`config.mk`:
```
export PLATFORM = sky130hd
export DESIGN_NAME = pmmc_top
export DESIGN_NICKNAME = d
export VERILOG_FILES = /design/src/design/pmmc_pkg.sv /design/src/design/pmmc_top.sv
export SDC_FILE = /design/constraint.sdc
export NUM_CORES = 1
export LEC_CHECK = 0
export ABC_AREA = 1
export BUFFER_PORTS_ARGS = -buffer_cell sky130_fd_sc_hd__buf_2
export CAP_MARGIN = 20
export CORE_MARGIN = 2
export CORE_UTILIZATION = 59
export CTS_CLUSTER_DIAMETER = 120
export DETAILED_ROUTE_END_ITERATION = 12
export PLACE_DENSITY = 0.86
export SYNTH_ARGS = -nofsm -noshare
export SYNTH_HDL_FRONTEND = slang
export SYNTH_SLANG_ARGS = --single-unit
```
`constraint.sdc`:
```
create_clock -name MCLK -period 4.55 [get_ports MCLK]
set_input_delay 0 -clock MCLK [delete_from_list [all_inputs] [get_ports MCLK]]
set_output_delay 0 -clock MCLK [all_outputs]
set_load 0.1 [all_outputs]
```
`src/design/pmmc_pkg.sv`:
```
//----------------------------------------------------------------------
// Notes on behaviour
//----------------------------------------------------------------------
package pmmc_pkg;
	// Clock source select codes
	localparam logic [1:0] PMMC_SRC_PRI     = 2'h0;
	localparam logic [1:0] PMMC_SRC_SEC     = 2'h1;
	localparam int         PMMC_SRC_HI_BIT  = 1;
	localparam int         PMMC_FREQ_W      = 3;
	// Timing counts in cycles of the source clocks (sampled as edges), PMMC_START_DLY in MCLK cycles
	localparam int         PMMC_OLD_CYC     = 2;
	localparam int         PMMC_NEW_CYC     = 3;
	localparam int         PMMC_START_DLY   = 16;
	localparam int         PMMC_SETTLE_DLY  = 64;
	localparam int         PMMC_CNT_W       = 16;

	// Current device clock source
	typedef enum logic [1:0] {PMMC_CLK_NONE, PMMC_CLK_PRI, PMMC_CLK_SEC, PMMC_CLK_INT}
		pmmc_clk_t;

	// Clock gate and oscillator enables
	typedef struct packed {
		logic cpu_clk_en;
		logic per_clk_en;
		logic pri_osc_en;
		logic sec_osc_on;
		logic fast_osc_en;
		logic slow_osc_en;
	} pmmc_gate_t;

	// Status flags
	typedef struct packed {
		logic primary_clock_active_flag;
		logic int_osc_stable_flag;
		logic secondary_clock_active_flag;
	} pmmc_flags_t;
endpackage

```
`src/design/pmmc_top.sv`:
```
// The register addresses and the Avalon-MM slave port were left to the implementer.
`timescale 1ns/10ps
module pmmc_top
	import pmmc_pkg::*;
#(
	parameter int START_DLY  = PMMC_START_DLY,    // Cycle counts, not times
	parameter int SETTLE_DLY = PMMC_SETTLE_DLY
)(
	// Clock and reset
	input  wire logic                   MCLK,
	input  wire logic                   SYS_RST,
	// Avalon-MM slave
	input  wire logic [3:0]             AVS_ADDRESS,
	input  wire logic                   AVS_READ,
	input  wire logic                   AVS_WRITE,
	input  wire logic [31:0]            AVS_WRITEDATA,
	input  wire logic [3:0]             AVS_BYTEENABLE,
	output logic      [31:0]            AVS_READDATA,
	output logic                        AVS_WAITREQUEST,
	// Core events
	input  wire logic                   SLEEP_EXEC,
	input  wire logic                   WAKE_IRQ,
	input  wire logic                   WAKE_WDT,
	// Oscillator status and strap options
	input  wire logic                   PRI_READY,
	input  wire logic                   SEC_RUNNING,
	input  wire logic                   FAST_TICK,
	input  wire logic                   OLD_TICK,
	input  wire logic                   WDT_EN,
	input  wire logic                   FSCM_EN,
	input  wire logic                   STAGED_EN,
	// Gated clock enables and status
	output pmmc_gate_t                  GATES,
	output pmmc_flags_t                 FLAGS,
	output pmmc_clk_t                   CLK_SRC
);
	//--------------------------------------------------------------
	// Register map
	//--------------------------------------------------------------
	localparam logic [3:0] A_CTRL = 4'h0;
	localparam logic [3:0] A_STAT = 4'h1;

	logic [1:0]             clk_source_select_r;
	logic                   idle_on_sleep_r;
	logic [PMMC_FREQ_W-1:0] int_freq_select_r;
	logic                   int_low_src_select_r;
	logic                   secondary_osc_enable_r;
	logic                   wait_r;

	function automatic pmmc_clk_t sel_src(input logic [1:0] s);
		if (s[PMMC_SRC_HI_BIT])
			sel_src = PMMC_CLK_INT;    // Low bit ignored
		else if (s == PMMC_SRC_SEC)
			sel_src = PMMC_CLK_SEC;
		else
			sel_src = PMMC_CLK_PRI;
	endfunction

	// One wait cycle on every access keeps the answer registered
	always_ff @(posedge MCLK)
	begin
		if (SYS_RST)
			wait_r <= 1'b0;
		else
			wait_r <= (AVS_READ | AVS_WRITE) & ~wait_r;
	end

	always_ff @(posedge MCLK)
	begin
		if (SYS_RST)
			AVS_WAITREQUEST <= 1'b1;
		else
			AVS_WAITREQUEST <= ~((AVS_READ | AVS_WRITE) & ~wait_r);
	end

	// Control writes; the block never writes these itself
	always_ff @(posedge MCLK)
	begin
		if (SYS_RST)
		begin
			clk_source_select_r    <= 2'h0;
			idle_on_sleep_r        <= 1'b0;
			int_freq_select_r      <= '0;
			int_low_src_select_r   <= 1'b0;
			secondary_osc_enable_r <= 1'b0;
		end
		else if (AVS_WRITE && wait_r && AVS_ADDRESS == A_CTRL && AVS_BYTEENABLE[0])
		begin
			clk_source_select_r    <= AVS_WRITEDATA[1:0];
			idle_on_sleep_r        <= AVS_WRITEDATA[2];
			int_freq_select_r      <= AVS_WRITEDATA[6:4];
			int_low_src_select_r   <= AVS_WRITEDATA[7];
		end
		if (!SYS_RST && AVS_WRITE && wait_r && AVS_ADDRESS == A_CTRL && AVS_BYTEENABLE[1])
			secondary_osc_enable_r <= AVS_WRITEDATA[8];
	end

	//--------------------------------------------------------------
	// Mode sequencer
	//--------------------------------------------------------------
	typedef enum logic [2:0] {S_RUN, S_SWITCH, S_IDLE, S_SLEEP, S_WAKE, S_START}
		pmmc_state_t;

	pmmc_state_t           state_r;
	pmmc_clk_t             src_r;
	pmmc_clk_t             tgt_r;
	logic                  cpu_on_r;
	logic                  per_on_r;
	logic [PMMC_CNT_W-1:0] cnt_r;
	logic [PMMC_CNT_W-1:0] settle_r;
	logic                  stable_r;
	logic                  pri_flag_r;
	logic                  sec_flag_r;
	logic                  fast_on;
	logic                  ready_tgt;
	pmmc_clk_t             want;

	assign fast_on = (int_freq_select_r != '0) | int_low_src_select_r;
	assign want    = sel_src(clk_source_select_r);
	always_comb
	begin
		unique case (tgt_r)
			PMMC_CLK_PRI:  ready_tgt = PRI_READY;
			PMMC_CLK_SEC:  ready_tgt = SEC_RUNNING;
			PMMC_CLK_INT:  ready_tgt = 1'b1;
			PMMC_CLK_NONE: ready_tgt = 1'b0;
		endcase
	end

	// Fast osc settling; stays set while enabled, so a switch keeps it
	always_ff @(posedge MCLK)
	begin
		if (SYS_RST || !fast_on)
			settle_r <= '0;
		else if (FAST_TICK && settle_r != PMMC_CNT_W'(SETTLE_DLY))
			settle_r <= settle_r + 1'b1;
	end

	always_ff @(posedge MCLK)
	begin
		if (SYS_RST)
		begin
			state_r  <= S_RUN;
			src_r    <= PMMC_CLK_PRI;
			tgt_r    <= PMMC_CLK_PRI;
			cpu_on_r <= 1'b1;
			per_on_r <= 1'b1;
			cnt_r    <= '0;
		end
		else
		begin
			unique case (state_r)
				S_RUN:
				begin
					if (SLEEP_EXEC && idle_on_sleep_r)
					begin
						// Sleep ignored when secondary is selected without secondary osc enable
						if (!(want == PMMC_CLK_SEC && !secondary_osc_enable_r))
						begin
							cpu_on_r <= 1'b0;
							tgt_r    <= want;
							cnt_r    <= '0;
							state_r  <= (want == src_r) ? S_IDLE : S_SWITCH;
						end
					end
					else if (SLEEP_EXEC)
					begin
						cpu_on_r <= 1'b0;
						per_on_r <= 1'b0;
						src_r    <= PMMC_CLK_NONE;
						state_r  <= S_SLEEP;
					end
					else if (want != src_r &&
						!(want == PMMC_CLK_SEC && !secondary_osc_enable_r))
					begin
						tgt_r   <= want;
						cnt_r   <= '0;
						state_r <= S_SWITCH;
					end
				end
				S_SWITCH:
				begin
					// Old source clocks on until new one is ready; peripherals held off while a secondary target is not ready
					if (!ready_tgt)
					begin
						cnt_r    <= '0;
						per_on_r <= (tgt_r != PMMC_CLK_SEC);
					end
					else if (OLD_TICK || FAST_TICK)
						cnt_r <= cnt_r + 1'b1;
					if (ready_tgt && cnt_r == PMMC_CNT_W'(PMMC_OLD_CYC + PMMC_NEW_CYC))
					begin
						src_r    <= tgt_r;
						per_on_r <= 1'b1;
						state_r  <= cpu_on_r ? S_RUN : S_IDLE;
					end
				end
				S_IDLE:
				begin
					if (WAKE_IRQ || WAKE_WDT)
					begin
						cnt_r <= '0;
						if (WAKE_WDT && want != src_r)
						begin
							tgt_r   <= want;
							state_r <= S_WAKE;
						end
						else
							state_r <= S_START;
					end
				end
				S_SLEEP:
				begin
					if (WAKE_IRQ || WAKE_WDT)
					begin
						cnt_r <= '0;
						tgt_r <= (STAGED_EN || FSCM_EN) ? PMMC_CLK_INT : want;
						state_r <= S_WAKE;
					end
				end
				S_WAKE:
				begin
					if (ready_tgt)                      // CPU clock withheld; peripheral clock too when woken from sleep
					begin
						src_r    <= tgt_r;
						per_on_r <= 1'b1;
						state_r  <= S_START;
					end
				end
				S_START:
				begin
					if (cnt_r == PMMC_CNT_W'(START_DLY))
					begin
						cpu_on_r <= 1'b1;
						state_r  <= (src_r != want) ? S_SWITCH : S_RUN;
						tgt_r    <= want;
						cnt_r    <= '0;
					end
					else
						cnt_r <= cnt_r + 1'b1;
				end
				default: state_r <= S_RUN;
			endcase
		end
	end

	//--------------------------------------------------------------
	// Status flags and oscillator enables
	//--------------------------------------------------------------
	always_ff @(posedge MCLK)
	begin
		if (SYS_RST)
		begin
			pri_flag_r <= 1'b1;
			sec_flag_r <= 1'b0;
			stable_r   <= 1'b0;
		end
		else if (state_r == S_SLEEP)
		begin
			pri_flag_r <= 1'b0;
			sec_flag_r <= 1'b0;
			stable_r   <= 1'b0;
		end
		else
		begin
			// Primary and secondary flags follow the source actually clocking
			pri_flag_r <= (src_r == PMMC_CLK_PRI);
			sec_flag_r <= (src_r == PMMC_CLK_SEC);
			stable_r   <= fast_on && settle_r == PMMC_CNT_W'(SETTLE_DLY) &&
				(src_r == PMMC_CLK_INT || state_r == S_SWITCH);
		end
	end

	always_ff @(posedge MCLK)
	begin
		if (SYS_RST)
		begin
			GATES <= '{1'b1, 1'b1, 1'b1, 1'b0, 1'b0, 1'b1};
			FLAGS <= '0;
			CLK_SRC <= PMMC_CLK_PRI;
		end
		else
		begin
			GATES.cpu_clk_en  <= cpu_on_r && per_on_r;
			GATES.per_clk_en  <= per_on_r;
			// Primary off once internal or secondary drives, unless primary is the target
			GATES.pri_osc_en  <= (src_r == PMMC_CLK_PRI) || (tgt_r == PMMC_CLK_PRI &&
				state_r != S_SLEEP);
			GATES.sec_osc_on  <= secondary_osc_enable_r;
			GATES.fast_osc_en <= fast_on && state_r != S_SLEEP;
			// Slow osc kept for watchdog or monitor
			GATES.slow_osc_en <= WDT_EN || FSCM_EN ||
				(src_r == PMMC_CLK_INT && !fast_on);
			FLAGS   <= '{pri_flag_r, stable_r, sec_flag_r};
			CLK_SRC <= src_r;
		end
	end

	// Read mux; unmapped words read zero
	always_ff @(posedge MCLK)
	begin
		if (SYS_RST)
			AVS_READDATA <= '0;
		else if (AVS_READ && !wait_r)
		begin
			unique case (AVS_ADDRESS)
				A_CTRL:  AVS_READDATA <= {23'h0, secondary_osc_enable_r,
					int_low_src_select_r, int_freq_select_r, 1'b0,
					idle_on_sleep_r, clk_source_select_r};
				A_STAT:  AVS_READDATA <= {24'h0, state_r, src_r,
					pri_flag_r, stable_r, sec_flag_r};
				default: AVS_READDATA <= '0;
			endcase
		end
	end
endmodule
```
==> flow_summary.toml <==
[outcome]
status = "complete, no violations"

[die]
die_h_um = 88.9
coreArea_sq_um = 6870
die_x_um = 88.9
die_area_sq_um = 7910
ios = 98
start_util_pct = 61.9
rows = 30

[placement]
dpl_worst_slack_ns = 2.54
hpwl_mm = 7.05
finalWeightedCongestion = 0.948
dpl-instance-area_sq_um = 4460
portBuffers = 48

[cts]
clock_sinks = 74
cts_buffer_depth = 2
post_cts_buffers = 0
cts_tree = "built"
htree_levels = 3
root_buffer = "clkbuf_8"
clk_pin_slew_worst_paths_ns = 0.08
clk_latency_ns = 0.36
numCtsBuffers = 9

[grt]
grt_max_degree = 44
track_usage_pct = 27.7
overflow = 0
first_global_vias = 3932
antenna_found_initial = 0
grt_pass1_wl_mm = 17.2

[timing]
drv_slew = 0
fin_tns_setup_ns = 0
max_freq_mhz = 490
setup_ws_ns = 2.51
rsz0062_at_grt = "no"
hold_viol_final = 0
fin_worst_skew_ns = 0.00858
fin_crit_ns = 2.04
max_slew_margin_pct = 33.5
tightest_slew_ns = 0.993
fin_crit_sh_pct = 44.8
setup_viol = 0

[yosys]
yosysUniqueCellTypes = 37
synth_seq_area_share_pct = 35.0
yosys_register_bits = 74
avgSynthCellArea_sq_um = 6.53
yosys_warnings = 0
netlist_area_sq_um = 4260
synth_cells = 652

[finish]
fin_nets = 775
antenna_cells = 0
n_fill_cell = 570
stdcell_area_sq_um = 4820
drive_gt1_share_pct = 13.6
multi_input_area_sq_um = 2270
final_util_pct = 70.2
area_delta_synth_final_pct = 13.3
regArea_sq_um = 1490

[worst_hold_path]
min_path_type = "in2reg"

[drt]
wl_per_cell_um = 12.7
vias = 4313
ant_nets = 0
viasPerCell = 5.28
wl_mm = 10.4
first_pass_iters = 6
dr.first_iter.drc_count = 307
drc = 0

[pwr]
power_leakage_nw = 2.16
p_per_area_nw_per_um2 = 470
peakVddDrop_mv = 0.376

[worst_setup_path]
worst_setup_path_end_kind = "flop"
path_class = "reg2reg"
required_ns = 4.84
startpoint_type = "flop"
critPathMaxFanout = 17
critPathArrivalTime_ns = 2.33

[run]
drv_cap = 0
==> final timing paths <==
check                           slack [ns]   startpoint          end  cells past startpoint
worst min-delay path                  0.10    STAGED_EN     tgt_r[0]                      6
worst max register to register        2.51  settle_r[0]  settle_r[7]                      9
worst max-delay path                  2.51  settle_r[0]  settle_r[7]                      9
worst min register to register        0.44     per_on_r     GATES[5]                      2
==> final cells by class <==
class / instances / area share (%)
tap: 96 / 2.49
clock inverter: 6 / 1.01
timing repair buffer: 68 / 9.08
sequential: 74 / 30.9
multi-input combinational: 475 / 47.0
inverter: 88 / 6.85
clock buffer: 10 / 2.65
==> cell families after synthesis <==
logic type	Yosys count	share of synthesized area (%)
other cells	1	0.0881
xor+xnor	10	2.06
simple gates	352	36.5
flops	74	35.0
fa+ha+maj	5	1.47
compound gates	85	11.2
buf+inv	125	13.6
==> what timing repair did <==
item	4_1_cts	5_1_grt
hold buffers	19	0
hold endpoints to repair	15	0
setup endpoints to repair	0	0
gates resized for setup	0	0
==> metal layers <==
layer / vias to the layer above / global-route usage [%] / share of wire (%)
met4: 0 / 9.50 / 1.5
li1: 2167 / - / -
met5: - / 0 / 0
met1: 1978 / 32.6 / 41
met2: 150 / 50.0 / 52
met3: 18 / 5.63 / 5.7
==> layout by cell type (no fill, tap or decap), types with 2 or more instances in the layout <==
cell | netlist | layout
nand4_1 | 7 | 7
nand2_4 | 2 | 2
clkbuf_8 | 0 | 9
conb_1 | 1 | 23
inv_1 | 80 | 80
inv_6 | 0 | 2
a21oi_1 | 39 | 39
dfxtp_1 | 73 | 73
o21ai_0 | 30 | 30
o311ai_0 | 2 | 2
buf_2 | 7 | 48
nand2_2 | 9 | 9
ha_1 | 5 | 5
nor2_2 | 6 | 6
nor2_4 | 5 | 5
nor2_1 | 97 | 97
nor3_1 | 11 | 11
nand3_1 | 64 | 64
inv_2 | 7 | 7
clkinv_4 | 0 | 2
xor2_1 | 9 | 9
nand2_1 | 146 | 146
o221ai_1 | 8 | 8
dlygate4sd3_1 | 0 | 19
or2_2 | 2 | 2
==> sequential cells by signal, indices dropped and copies added (netlist names), 2 cells and up <==
register and flops:
tgt_r 2, cnt_r 16, src_r 2, CLK_SRC 2
FLAGS 3, GATES 6, settle_r 16, state_r 3
int_freq_select_r 3, AVS_READDATA 9, clk_source_select_r 2
==> where the power goes <==
part | internal [mW] | switching, mW | total, mW
Clock | 0.204 | 0.274 | 0.478
Combinational | 0.258 | 0.726 | 0.985
Sequential | 0.729 | 0.0744 | 0.804
==> per-stage QoR <==
stage               hold slack (ns)  instances  total power [mW]
finish                        0.104        817              2.27
floorplan                    0.0839        674              1.64
detailed placement            0.208        782              1.77
CTS                          0.0878        817              2.26
global route                  0.138        817              2.42
global placement              0.193        782              1.75
==> critical path, stage by stage, from the launching register on <==
cell and delay [ns]:
dfxtp_1 0.42, inv_1 0.08, ha_1 0.21, nand3_1 0.08, nor2_1 0.05, nand2_1 0.11, nand2_1 0.33, inv_2 0.37
nand4_1 0.17, a21oi_1 0.14
==> cells in the mapped netlist, drive strengths merged <==
cell type  instances  area [sq um]
o221ai             8          70.1
xor2               9          78.8
edfxtp             1          30.0
clkbuf             4          15.0
nor3              12          65.1
dfxtp             73          1460
a211oi             1          7.51
a21oi             40           204
nor2             108           458
clkinv             1          3.75
conb               1          3.75
or2                2          12.5
o311ai             2          17.5
o21bai             1          7.51
buf               33           234
and3               1          6.26
nand3             64           320
ha                 5          62.6
o21ai             31           155
nand2            157           627
a31oi              1          6.26
inv               87           327
nand4              8          65.1
a2111oi            1          8.76
xnor2              1          8.76
Note: power is estimated with default switching activity, not from simulation.
